File: src/mdd_pkg.sv
// constants and carrier types of the move destination decoder
package mdd_pkg;
	localparam int DST_W = 7;
	localparam int DATA_W = 16;
	localparam int BYTE_W = 8;
	localparam int PREFIX_REG = 8;
	localparam int PFX_AW = 3;
	localparam int IDX_W = 5;
	localparam logic [6:0] CODE_NULL = 7'h76;
	localparam logic [3:0] LO_SYS = 4'h8;
	localparam logic [3:0] LO_ACC = 4'h9;
	localparam logic [3:0] LO_LIVE = 4'hA;
	localparam logic [3:0] LO_PFX = 4'hB;
	localparam logic [3:0] LO_STK = 4'hD;
	localparam logic [3:0] LO_FRM = 4'hE;
	localparam logic [3:0] LO_DPTR = 4'hF;
	localparam logic [2:0] MOD_MAX = 3'h5;
	localparam logic [2:0] HI_LIVE = 3'h0;
	localparam logic [2:0] SYS_AP = 3'h0;
	localparam logic [2:0] SYS_APC = 3'h1;
	localparam logic [2:0] SYS_PSF = 3'h4;
	localparam logic [2:0] SYS_IC = 3'h5;
	localparam logic [2:0] SYS_IMR = 3'h6;
	localparam logic [2:0] SYS2_SC = 3'h0;
	localparam logic [2:0] SYS2_CK = 3'h6;
	localparam logic [2:0] SYS2_WD = 3'h7;
	localparam logic [2:0] STK_PUSH = 3'h0;
	localparam logic [2:0] STK_SP = 3'h1;
	localparam logic [2:0] STK_IV = 3'h2;
	localparam logic [1:0] STK_LC = 2'h3;
	localparam logic [2:0] FRM_KEEP = 3'h0;
	localparam logic [2:0] FRM_INC = 3'h1;
	localparam logic [2:0] FRM_DEC = 3'h2;
	localparam logic [2:0] FRM_FRAME_DISPLACEMENT = 3'h3;
	localparam logic [2:0] FRM_DPC = 3'h4;
	localparam logic [2:0] FRM_GR = 3'h5;
	localparam logic [2:0] FRM_GRL = 3'h6;
	localparam logic [2:0] FRM_BP = 3'h7;
	localparam logic [2:0] FRM2_GRH = 3'h1;
	localparam logic [1:0] DPM_KEEP = 2'h0;
	localparam logic [1:0] DPM_INC = 2'h1;
	localparam logic [1:0] DPM_DEC = 2'h2;
	localparam logic [1:0] DPM_SET = 2'h3;
	localparam logic [7:0] UPPER_ZERO = 8'h00;
	localparam logic [2:0] PFX_IDX_RST = 3'h0;

	typedef enum logic [4:0] {
		TGT_NONE = 5'h00,
		TGT_MODULE = 5'h01,
		TGT_SUM_PTR = 5'h02,
		TGT_SUM_PTR_CTRL = 5'h03,
		TGT_STATUS = 5'h04,
		TGT_INT_CTRL = 5'h05,
		TGT_INT_MASK = 5'h06,
		TGT_SYS_CTRL = 5'h07,
		TGT_CLK_CTRL = 5'h08,
		TGT_WDOG_CTRL = 5'h09,
		TGT_SUM_REG = 5'h0A,
		TGT_PREFIX = 5'h0B,
		TGT_STACK_PTR = 5'h0C,
		TGT_INT_VECTOR = 5'h0D,
		TGT_LOOP_CNT = 5'h0E,
		TGT_FRAME_DISP = 5'h0F,
		TGT_DPTR_CTRL = 5'h10,
		TGT_GEN = 5'h11,
		TGT_GEN_LOW = 5'h12,
		TGT_GEN_HIGH = 5'h13,
		TGT_BASE_PTR = 5'h14,
		TGT_DATA_PTR = 5'h15,
		TGT_MEMORY = 5'h16
	} mdd_target_t;

	typedef enum logic [1:0] {
		PTR_SP = 2'h0,
		PTR_FRAME_DISPLACEMENT = 2'h1,
		PTR_DP0 = 2'h2,
		PTR_DP1 = 2'h3
	} mdd_ptr_sel_t;

	typedef struct packed {
		logic valid;
		logic [6:0] dst;
		logic [15:0] src;
		logic src_byte;
	} mdd_instr_t;

	typedef struct packed {
		logic [15:0] sp;
		logic [15:0] bp;
		logic [7:0] frame_displacement;
		logic [15:0] dp0;
		logic [15:0] dp1;
		logic [3:0] ap;
	} mdd_ptrs_t;

	typedef struct packed {
		logic we;
		logic discard;
		logic bad;
		mdd_target_t tgt;
		logic [4:0] idx;
		logic wide;
		logic [15:0] data;
	} mdd_wr_t;

	typedef struct packed {
		logic we;
		logic wide;
		logic [15:0] addr;
		logic [15:0] data;
	} mdd_mem_t;

	typedef struct packed {
		logic we;
		mdd_ptr_sel_t sel;
		logic [15:0] value;
	} mdd_ptr_t;
endpackage

File: src/mdd_move_dest_decoder.sv
// destination decoder of the register transfer instruction
`timescale 1ns/1ps
// Behaviour
// RULE_01 - null code discards write, no target
// RULE_02 - 0NNN low nibble selects peripheral module register
// RULE_03 - 1000 low nibble selects 8-bit system registers
// RULE_04 - accumulator by index, or live accumulator
// RULE_05 - 1011 low nibble writes a prefix register
// RULE_06 - push: increment stack pointer, store word
// RULE_07 - stack pointer, vector, loop counters written
// RULE_08 - frame store at base plus displacement
// RULE_09 - frame group registers written directly
// RULE_10 - data pointer store, step or load
// RULE_11 - second bank system control, clock, watchdog
// RULE_12 - second bank accumulators eight to fifteen
// RULE_13 - second bank writes general high byte
// RULE_14 - byte into word: zero or prefix upper
// RULE_15 - word into byte keeps low byte
// RULE_16 - prefix lasts only one following instruction
module mdd_move_dest_decoder (
	input wire logic CLK_SYS,
	input wire logic RESET_N,
	input wire mdd_pkg::mdd_instr_t INSTR,
	input wire mdd_pkg::mdd_ptrs_t PTRS,
	output mdd_pkg::mdd_wr_t DEST_WR,
	output mdd_pkg::mdd_mem_t MEM_WR,
	output mdd_pkg::mdd_ptr_t PTR_UPD,
	output logic PREFIX_ACTIVE
);
	logic pfx_act_r;
	logic pfx_act_nxt;
	logic [2:0] pfx_idx_r;
	logic [2:0] pfx_idx_nxt;
	logic [7:0] pfx_data;
	mdd_pkg::mdd_wr_t wr_r;
	mdd_pkg::mdd_wr_t wr_nxt;
	mdd_pkg::mdd_mem_t mem_r;
	mdd_pkg::mdd_mem_t mem_nxt;
	mdd_pkg::mdd_ptr_t ptr_r;
	mdd_pkg::mdd_ptr_t ptr_nxt;
	logic [2:0] hi;
	logic [3:0] lo;
	logic [1:0] bank;
	logic dst_wide;
	logic pfx_we;
	logic [15:0] wdata;
	logic [15:0] step;

	// pointer step of one, up or down
	function automatic logic [15:0] bump(input logic [15:0] v, input logic down);
		bump = down ? v - 16'h0001 : v + 16'h0001;
	endfunction

	// width conversion toward the destination
	function automatic logic [15:0] fit(input logic [15:0] src, input logic src_byte,
		input logic wide, input logic [7:0] upper);
		if (!wide) begin
			fit = {mdd_pkg::UPPER_ZERO, src[7:0]}; // RULE_15
		end else if (src_byte) begin
			fit = {upper, src[7:0]}; // RULE_14
		end else begin
			fit = src; // word into word passes unchanged
		end
	endfunction

	mdd_prefix_store #(
		.DEPTH(mdd_pkg::PREFIX_REG),
		.AW(mdd_pkg::PFX_AW),
		.DW(mdd_pkg::BYTE_W)
	) u_prefix (
		.clk(CLK_SYS),
		.reset_n(RESET_N),
		.we(pfx_we),
		.waddr(hi),
		.wdata(INSTR.src[7:0]),
		.raddr(pfx_idx_nxt),
		.rdata(pfx_data)
	);

	assign hi = INSTR.dst[6:4];
	assign lo = INSTR.dst[3:0];
	assign bank = pfx_act_r ? pfx_idx_r[2:1] : 2'h0;
	assign pfx_we = INSTR.valid && (lo == mdd_pkg::LO_PFX);

	always_comb begin
		pfx_act_nxt = pfx_act_r;
		pfx_idx_nxt = pfx_idx_r;
		if (INSTR.valid) begin
			pfx_act_nxt = pfx_we; // RULE_16
			if (pfx_we) begin
				pfx_idx_nxt = hi; // RULE_05
			end
		end
	end

	always_comb begin
		wr_nxt = '0;
		mem_nxt = '0;
		ptr_nxt = '0;
		wr_nxt.tgt = mdd_pkg::TGT_NONE;
		ptr_nxt.sel = mdd_pkg::PTR_SP;
		dst_wide = !INSTR.src_byte;
		step = 16'h0000;
		if (INSTR.valid) begin
			wr_nxt.we = 1'b1;
			if (INSTR.dst == mdd_pkg::CODE_NULL) begin
				wr_nxt.we = 1'b0; // RULE_01
				wr_nxt.discard = 1'b1; // RULE_01
			end else if (!lo[3]) begin
				wr_nxt.tgt = mdd_pkg::TGT_MODULE; // RULE_02
				wr_nxt.idx = {bank, hi}; // RULE_02
				if (lo[2:0] > mdd_pkg::MOD_MAX) begin
					wr_nxt.we = 1'b0;
					wr_nxt.bad = 1'b1;
					wr_nxt.tgt = mdd_pkg::TGT_NONE;
				end
			end else begin
				case (lo)
					mdd_pkg::LO_SYS: begin
						dst_wide = 1'b0;
						if (bank[0]) begin
							case (hi) // RULE_11
								mdd_pkg::SYS2_SC: wr_nxt.tgt = mdd_pkg::TGT_SYS_CTRL;
								mdd_pkg::SYS2_CK: wr_nxt.tgt = mdd_pkg::TGT_CLK_CTRL;
								mdd_pkg::SYS2_WD: wr_nxt.tgt = mdd_pkg::TGT_WDOG_CTRL;
								default: wr_nxt.tgt = mdd_pkg::TGT_NONE;
							endcase
						end else begin
							case (hi) // RULE_03
								mdd_pkg::SYS_AP: wr_nxt.tgt = mdd_pkg::TGT_SUM_PTR;
								mdd_pkg::SYS_APC: wr_nxt.tgt = mdd_pkg::TGT_SUM_PTR_CTRL;
								mdd_pkg::SYS_PSF: wr_nxt.tgt = mdd_pkg::TGT_STATUS;
								mdd_pkg::SYS_IC: wr_nxt.tgt = mdd_pkg::TGT_INT_CTRL;
								mdd_pkg::SYS_IMR: wr_nxt.tgt = mdd_pkg::TGT_INT_MASK;
								default: wr_nxt.tgt = mdd_pkg::TGT_NONE;
							endcase
						end
					end
					mdd_pkg::LO_ACC: begin
						wr_nxt.tgt = mdd_pkg::TGT_SUM_REG; // RULE_04
						wr_nxt.idx = {1'b0, bank[0], hi}; // RULE_12
						if (bank[0]) begin
							dst_wide = 1'b1; // RULE_12
						end
					end
					mdd_pkg::LO_LIVE: begin
						if (hi == mdd_pkg::HI_LIVE) begin
							wr_nxt.tgt = mdd_pkg::TGT_SUM_REG; // RULE_04
							wr_nxt.idx = {1'b0, PTRS.ap}; // RULE_04
						end
					end
					mdd_pkg::LO_PFX: begin
						wr_nxt.tgt = mdd_pkg::TGT_PREFIX; // RULE_05
						wr_nxt.idx = {2'h0, hi};
						dst_wide = 1'b0;
					end
					mdd_pkg::LO_STK: begin
						dst_wide = 1'b1;
						if (hi == mdd_pkg::STK_PUSH) begin
							step = bump(PTRS.sp, 1'b0); // RULE_06
							wr_nxt.tgt = mdd_pkg::TGT_MEMORY;
							mem_nxt.we = 1'b1; // RULE_06
							mem_nxt.addr = step; // RULE_06
							ptr_nxt.we = 1'b1;
							ptr_nxt.sel = mdd_pkg::PTR_SP;
							ptr_nxt.value = step;
						end else if (hi == mdd_pkg::STK_SP) begin
							wr_nxt.tgt = mdd_pkg::TGT_STACK_PTR; // RULE_07
						end else if (hi == mdd_pkg::STK_IV) begin
							wr_nxt.tgt = mdd_pkg::TGT_INT_VECTOR; // RULE_07
						end else if (hi[2:1] == mdd_pkg::STK_LC) begin
							wr_nxt.tgt = mdd_pkg::TGT_LOOP_CNT; // RULE_07
							wr_nxt.idx = {4'h0, hi[0]};
						end
					end
					mdd_pkg::LO_FRM: begin
						if (bank[0]) begin
							if (hi == mdd_pkg::FRM2_GRH) begin
								wr_nxt.tgt = mdd_pkg::TGT_GEN_HIGH; // RULE_13
								dst_wide = 1'b0;
							end
						end else if (hi <= mdd_pkg::FRM_DEC) begin
							step = {8'h00, PTRS.frame_displacement}; // RULE_08
							if (hi != mdd_pkg::FRM_KEEP) begin
								step = {8'h00, 8'(bump({8'h00, PTRS.frame_displacement}, hi[1]))}; // RULE_08
								ptr_nxt.we = 1'b1;
								ptr_nxt.sel = mdd_pkg::PTR_FRAME_DISPLACEMENT;
								ptr_nxt.value = step;
							end
							wr_nxt.tgt = mdd_pkg::TGT_MEMORY;
							mem_nxt.we = 1'b1;
							mem_nxt.addr = PTRS.bp + step; // RULE_08
						end else begin
							case (hi) // RULE_09
								mdd_pkg::FRM_FRAME_DISPLACEMENT: begin
									wr_nxt.tgt = mdd_pkg::TGT_FRAME_DISP;
									dst_wide = 1'b0;
								end
								mdd_pkg::FRM_DPC: begin
									wr_nxt.tgt = mdd_pkg::TGT_DPTR_CTRL;
									dst_wide = 1'b1;
								end
								mdd_pkg::FRM_GR: begin
									wr_nxt.tgt = mdd_pkg::TGT_GEN;
									dst_wide = 1'b1;
								end
								mdd_pkg::FRM_GRL: begin
									wr_nxt.tgt = mdd_pkg::TGT_GEN_LOW;
									dst_wide = 1'b0;
								end
								mdd_pkg::FRM_BP: begin
									wr_nxt.tgt = mdd_pkg::TGT_BASE_PTR;
									dst_wide = 1'b1;
								end
								default: wr_nxt.tgt = mdd_pkg::TGT_NONE;
							endcase
						end
					end
					mdd_pkg::LO_DPTR: begin
						ptr_nxt.sel = hi[2] ? mdd_pkg::PTR_DP1 : mdd_pkg::PTR_DP0;
						step = hi[2] ? PTRS.dp1 : PTRS.dp0;
						if (hi[1:0] == mdd_pkg::DPM_SET) begin
							wr_nxt.tgt = mdd_pkg::TGT_DATA_PTR; // RULE_10
							wr_nxt.idx = {4'h0, hi[2]};
							dst_wide = 1'b1;
						end else begin
							if (hi[1:0] != mdd_pkg::DPM_KEEP) begin
								step = bump(step, hi[1:0] == mdd_pkg::DPM_DEC); // RULE_10
								ptr_nxt.we = 1'b1;
								ptr_nxt.value = step;
							end
							wr_nxt.tgt = mdd_pkg::TGT_MEMORY;
							mem_nxt.we = 1'b1;
							mem_nxt.addr = step; // RULE_10
						end
					end
					default: wr_nxt.tgt = mdd_pkg::TGT_NONE;
				endcase
				if (wr_nxt.tgt == mdd_pkg::TGT_NONE) begin
					wr_nxt.we = 1'b0;
					wr_nxt.bad = 1'b1;
				end
			end
			wdata = fit(INSTR.src, INSTR.src_byte, dst_wide,
				pfx_act_r ? pfx_data : mdd_pkg::UPPER_ZERO); // RULE_14
			wr_nxt.wide = dst_wide;
			wr_nxt.data = wr_nxt.we ? wdata : 16'h0000;
			mem_nxt.wide = dst_wide;
			mem_nxt.data = mem_nxt.we ? wdata : 16'h0000;
		end else begin
			wdata = 16'h0000;
		end
	end

	always_ff @(posedge CLK_SYS or negedge RESET_N) begin
		if (!RESET_N) begin
			pfx_act_r <= 1'b0;
			pfx_idx_r <= mdd_pkg::PFX_IDX_RST;
			wr_r <= '0;
			mem_r <= '0;
			ptr_r <= '0;
		end else begin
			pfx_act_r <= pfx_act_nxt;
			pfx_idx_r <= pfx_idx_nxt;
			wr_r <= wr_nxt;
			mem_r <= mem_nxt;
			ptr_r <= ptr_nxt;
		end
	end

	assign DEST_WR = wr_r;
	assign MEM_WR = mem_r;
	assign PTR_UPD = ptr_r;
	assign PREFIX_ACTIVE = pfx_act_r;
endmodule

File: src/mdd_prefix_store.sv
// eight-entry prefix byte store with registered, write-through read
`timescale 1ns/1ps
module mdd_prefix_store #(
	parameter int DEPTH = 8,
	parameter int AW = 3,
	parameter int DW = 8
) (
	input wire logic clk,
	input wire logic reset_n,
	input wire logic we,
	input wire logic [AW-1:0] waddr,
	input wire logic [DW-1:0] wdata,
	input wire logic [AW-1:0] raddr,
	output logic [DW-1:0] rdata
);
	logic [DW-1:0] mem [DEPTH];
	logic [DW-1:0] rdata_nxt;

	// write-through so the very next instruction sees a fresh prefix
	always_comb begin
		rdata_nxt = mem[raddr];
		if (we && (waddr == raddr)) begin
			rdata_nxt = wdata;
		end
	end

	always_ff @(posedge clk) begin
		if (we) begin
			mem[waddr] <= wdata;
		end
	end

	always_ff @(posedge clk or negedge reset_n) begin
		if (!reset_n) begin
			rdata <= '0;
		end else begin
			rdata <= rdata_nxt;
		end
	end
endmodule

File: config.mk
export PLATFORM = sky130hd
export DESIGN_NAME = mdd_move_dest_decoder
export DESIGN_NICKNAME = d
export VERILOG_FILES = /design/src/mdd_pkg.sv /design/src/mdd_move_dest_decoder.sv /design/src/mdd_prefix_store.sv
export SDC_FILE = /design/constraint.sdc
export NUM_CORES = 1
export LEC_CHECK = 0
export ABC_AREA = 1
export ABC_CLOCK_PERIOD_IN_PS = 2800
export CAP_MARGIN = 10
export CELL_PAD_IN_SITES_DETAIL_PLACEMENT = 1
export CELL_PAD_IN_SITES_GLOBAL_PLACEMENT = 1
export CORE_MARGIN = 1.5
export CORE_UTILIZATION = 50
export CTS_CLUSTER_DIAMETER = 40
export DETAILED_ROUTE_END_ITERATION = 7
export DONT_BUFFER_PORTS = 1
export PLACE_DENSITY = 0.87
export SLEW_MARGIN = 20
export SYNTH_ARGS = -nofsm -noshare
export SYNTH_HDL_FRONTEND = slang
export SYNTH_SLANG_ARGS = --single-unit
File: constraint.sdc
create_clock -name CLK_SYS -period 2.8 [get_ports CLK_SYS]
set_clock_uncertainty 0.1 [all_clocks]
set_input_delay 0.28 -clock CLK_SYS [delete_from_list [all_inputs] [get_ports CLK_SYS]]
set_output_delay 0.28 -clock CLK_SYS [all_outputs]
set_load 0.02 [all_outputs]
==> After elaboration in Yosys (flattened, before gate mapping) <==
Memories as Yosys holds them, arrays and structs flattened. A register that Yosys moved wholly into a read port is not among the register bits.
Index checks and enable logic that the tools add are counted.
{ "totals": {"memories": 1, "mem_bits_rw": 64, "word_cells": 146, "in_bits": 103, "reg_bits": 87, "out_inout_bits": 84} }
{ "mem_list": {"columns": ["memory", "depth", "width", "read_ports", "rd_clocked_by_memory_dff", "write_ports", "line", "text"], "rows": [
  ["u_prefix.mem", 8, 8, 1, 1, 1, "mdd_prefix_store.sv:16", "logic [DW-1:0] mem [DEPTH];"]
]} }
{ "classes": {"muxes": 93, "n_lt_le_gt_ge": 2, "eq_ne": 18, "n_addsub": 6, "reduce_logical": 10} }
{ "ops": {"columns": ["operator", "n"], "rows": [
  ["two-way mux 16 bit", 21],
  ["two-way mux 19 bit", 7],
  ["one-hot mux 19 bit (3 select lines)", 1],
  ["two-way mux 5 bit", 11],
  ["one-hot mux 5 bit (5 select lines)", 2],
  ["one-hot mux 16 bit (3 select lines)", 1],
  ["one-hot mux 5 bit (7 select lines)", 1],
  ["two-way mux 34 bit", 1],
  ["adder 16 x 1 -> 16 bit (second input constant)", 2],
  ["two-way mux 30 bit", 1],
  ["== test 4 bit (second input constant)", 7],
  ["two-way mux 1 bit", 28],
  ["two-way mux 8 bit", 3],
  ["two-way mux 11 bit", 2],
  ["two-way mux 9 bit", 2],
  ["adder 16 bit", 1],
  ["subtractor 16 x 1 -> 16 bit (second input constant)", 1],
  ["one-hot mux 3 bit (5 select lines)", 1],
  ["== test 3 bit (second input constant)", 4],
  ["one-hot mux 4 bit (3 select lines)", 1],
  ["adder 8 x 1 -> 8 bit (second input constant)", 1],
  ["two-way mux 4 bit", 2],
  ["subtractor 8 x 1 -> 8 bit (second input constant)", 1],
  ["== test 7 bit (second input constant)", 1],
  ["other kinds (19)", 26]
]} }

==> Logic depth before layout (Yosys ltp) <==
{ "depth": {"depth_word": 16, "mapped_depth": 22, "mapped_depth_nobuf": 22} }

==> Modules after synthesis <==
A second synthesis with hierarchy kept.
{ "unflattened": {"cells_unflattened": 1261, "area_unflattened_um2": 9577.9} }
{ "by_module_without_submodules": {"columns": ["mod", "n_inst", "area_each_um2", "cells_each", "seq_area_each_um2"], "rows": [
  ["mdd_move_dest_decoder", 1, 6442.4, 959, 2152.1],
  ["mdd_prefix_store", 1, 3135.5, 302, 2122.0]
]} }

==> Worst setup path before layout <==
OpenSTA, ideal clock, no wires.
{ "synth_timing": {"kind": "in2reg", "start": "input INSTR[22] in the netlist's numbering", "end": "register mem_r (netlist bit MEM_WR[28])", "setup_time_ps": 118, "arrival_ps": 2597, "path_buffers": 1, "stages": 18, "slack_ps": -14, "required_ps": 2582, "path_cell_list": "buf_4 > inv_2 > ha_1 > nand2_2 > ha_1 > inv_1 > ha_1 > inv_1 > fa_1 > nand3b_1 > nand2_1 > nand3_1 > nand2_1 > nand3_1 > nand3_1 > o21ai_0 > nand2_1 > nand2_1"} }
{ "synth_rtl": {"columns": ["element", "line", "text"], "rows": [
  ["start, declared", "mdd_move_dest_decoder.sv:23", "input wire mdd_pkg::mdd_instr_t INSTR,"],
  ["end signal, assigned", "mdd_move_dest_decoder.sv:266", "mem_r <= mem_nxt;"],
  ["end, declared", "mdd_move_dest_decoder.sv:37", "mdd_pkg::mdd_mem_t mem_r;"]
]} }

==> implementation parameters <==
Parameter                              Value

Synthesis
  Most numerous cell in the Yosys netlist    sky130_fd_sc_hd__nand2_1
  EDFF count, synth    64
  Sequential element share of the synthesized area    0.455
  Share of synthesized registers carrying an async set or reset    0.595
  Area fraction of the dominant cell type after synthesis    0.250
  Synthesized instance count    1231
  Cell area after synthesis    9400 sq um
  Top cells by count, synth    sky130_fd_sc_hd__nand2_1 (404), sky130_fd_sc_hd__inv_1 (154), sky130_fd_sc_hd__nor2_1 (117)
  Nets in the synthesized netlist    1374
  Synth area leaders    sky130_fd_sc_hd__dfrtp_1 (25%), sky130_fd_sc_hd__edfxtp_1 (20%), sky130_fd_sc_hd__nand2_1 (16%)
  Per-instance average area after synthesis    7.64 sq um
  Top flip-flop cell by instance count after synthesis    sky130_fd_sc_hd__dfrtp_1
  Count of distinct cell types in the synthesized netlist    48
  Cell taking the most area after synthesis    sky130_fd_sc_hd__dfrtp_1
  Flops & latches, synth    158
  Synth Warn #    0

Placed design
  Placed cell area    9870 sq um
  Estimated wirelength of the detail-placed design    23000 um
  Input/output buffers    0
  Routability congestion estimate    0.990

Floorplan
  Row Count    49
  Height of the die    140 um
  Core region area    18200 sq um
  I/O Pins    187
  Area enclosed by the die boundary    19600 sq um
  Die X-Extent    140 um
  Starting Density    0.516

Detailed routing
  Detailed Routing Iterations Pass 1    5
  Wire length on met1    12300 um
  Via density per instance    5.80
  Met2 wire len    16500 um
  Iteration-0 DRC count of the detailed router    588
  Uppermost routed layer    met4
  Detail Route Antenna Nets    0
  Residual DRC    0
  Total vias in the final route    8828
  Detailed-route wire length    31800 um
  Met3 WL post-DR    1520 um
  Routed wire length per instance    20.9 um

Setup path
  WP data required    3.03 ns
  Launching element of the worst setup path    INSTR[22]
  Library cell contributing the largest single delay on the critical path    sky130_fd_sc_hd__ha_1
  Cell family contributing the most delay on the critical path    simple AND/OR/NAND/NOR gates
  Slowest stage delay, CP    0.34 ns
  Largest fanout of any net on the critical path    15
  Cell chain of the critical path    ha_1, a21oi_1, or2_2, nand3_1, xor2_1, o21ai_0, ha_1, a21oi_1, nor2_1, nor2_1, nand2_1, a21oi_1, o21ai_0, nand2_1, nand2_1
  Crit path kind    input pin to flop
  Critical path arrival    2.72 ns
  Startpoint Class    input pin
  Critical path capture point type    flop
  Critical path buffer and inverter count    0
  Worst R2R Start    pfx_idx_r[1]

Clock network
  Sink count of the clock tree    158
  CTS tree    yes
  Number of buffers added by the clock tree synthesis step    17
  CTS Root Cell    sky130_fd_sc_hd__clkbuf_16
  Post-cts sizing count    0
  Number of H-tree branching levels    4
  Clock insertion delay at the later pin of the skew report    0.43 ns
  Clk buf depth    2
  CTS clock-pin slew for the worst setup and hold paths    0.07 ns

Power and ir drop
  Max VDD drop    0.433 mV
  Leakage power    5.59 nW
  Power per standard cell area    579 nW/um^2

STA
  Measured slew at the worst slew-check pin    0.828 ns
  Achievable frequency    0.401 GHz
  Max-slew violation count    0
  RSZ-0062 raised after global routing    false
  Fin. Hold Viols    0
  Crit share post-route    0.890
  Headroom to the max-slew limit    0.446
  Post-Route Setup TNS    0 ns
  Total of endpoints with negative setup slack in the final report    0
  Hold_ws    0.00909 ns
  Minimum period implied by the final worst setup slack    2.49 ns

Min path
  Path category of the worst min-delay check    input pin to flop
  Hold wc startpoint    INSTR[13]

Finish
  Number of nets in the layout    1424
  Core Util, Final    0.583
  Layout overhead on the synthesized area    13.0%
  Ant diodes    0
  Share of final-layout standard cells stronger than drive strength 1    0.0850
  Final design instance area without fill    10600 sq um
  Number of inserted filler cells in the final layout    2250

Status
  Status    finished, final reports clean

Global route
  Maximum number of pins on one net before global-route repair    95
  Number of global-route vias before repair    9403
  Global Route Usage Sum    0.332
  Remaining global-route overflow    0
  First-pass GRT wire length    49300 um
  Number of antenna violations at the first check in global routing    0

Run
  Max-capacitance violation count    0
## cell usage in the layout (no fill, tap or decap), types with 8 or more instances in the layout
master	count
sky130_fd_sc_hd__nand2_1	404
sky130_fd_sc_hd__nand3b_1	10
sky130_fd_sc_hd__nor2_1	117
sky130_fd_sc_hd__o21ai_0	47
sky130_fd_sc_hd__dfrtp_1	94
sky130_fd_sc_hd__nand2_2	8
sky130_fd_sc_hd__dlygate4sd3_1	15
sky130_fd_sc_hd__edfxtp_1	64
sky130_fd_sc_hd__nand3_1	108
sky130_fd_sc_hd__buf_4	44
sky130_fd_sc_hd__o211ai_1	8
sky130_fd_sc_hd__clkbuf_16	17
sky130_fd_sc_hd__ha_1	36
sky130_fd_sc_hd__nor3_1	16
sky130_fd_sc_hd__xor2_1	9
sky130_fd_sc_hd__inv_1	154
sky130_fd_sc_hd__nand4_1	19
sky130_fd_sc_hd__a21oi_1	44
sky130_fd_sc_hd__inv_2	9
## final timing paths
path	end	slack, ns	depth (start not counted)
worst max register to register	PTR_UPD[4]	0.68	8
min in group asynchronous	MEM_WR[25]	0.40	2
max in group asynchronous	DEST_WR[18]	1.82	2
worst min register to register	DEST_WR[21]	0.44	2
worst max-delay path	MEM_WR[26]	0.31	15
worst min-delay path	MEM_WR[12]	0.009	4
## cells by family after synthesis
kind of cell,Yosys count,share of synthesized area
buffers and inverters,195,0.0856
AND/OR/NAND/NOR,698,0.313
flip-flops,158,0.455
XOR/XNOR,11,0.0102
AO/OA/AOI/OAI,124,0.0753
multiplexers,5,0.00532
adder cells (fa/ha/maj),40,0.0556
## metal layers
layer	global-route usage	up-vias
met5	0	-
met4	0.174	0
met3	0.0602	99
met2	0.614	336
met1	0.361	4328
li1	-	4065
## registers in the layout, indices dropped and copies added (netlist names)
name	cells
DEST_WR	29
MEM_WR	34
PREFIX_ACTIVE	1
PTR_UPD	19
pfx_idx_r	3
u_prefix.mem	64
u_prefix.rdata	8
## tightest hold or removal path: stages
cell	delay (ns)
sky130_fd_sc_hd__nand2_1	0.04
sky130_fd_sc_hd__nand2_1	0.05
sky130_fd_sc_hd__nand2_1	0.09
sky130_fd_sc_hd__nor2_1	0.05
## through the flow
stage / worst slack, ns / power (mW) / instances
2_1_floorplan: 0.00856 / 3.42 / 1231
3_3_place_gp: -0.0105 / 3.72 / 1475
3_5_place_dp: -0.119 / 3.76 / 1475
4_1_cts: 0.339 / 6.16 / 1523
5_1_grt: 0.0361 / 6.39 / 1523
6_report: 0.309 / 6.15 / 1523
## power by group
part,internal (mW),switching (mW),leakage (nW)
combinational,0.419,0.831,3.46
clock,1.25,1.07,0.278
sequential,2.49,0.0783,1.85
## layout make-up
| class | instances | area [sq um] | area share |
|---|---|---|---|
| flip-flops and latches | 158 | 4270 | 0.402 |
| well taps | 229 | 287 | 0.0270 |
| inverters | 164 | 616 | 0.0580 |
| repair buffers | 62 | 548 | 0.0516 |
| clock buffers | 17 | 425 | 0.0400 |
| multi-input cells | 878 | 4320 | 0.407 |
| clock inverters | 15 | 149 | 0.0140 |
## what timing repair did
item | 4_1_cts | 5_1_grt
hold endpoints to repair | 211 | 0
setup buffers | 0 | 0
hold buffers | 16 | 0
Power figures use the tool's default switching activity.
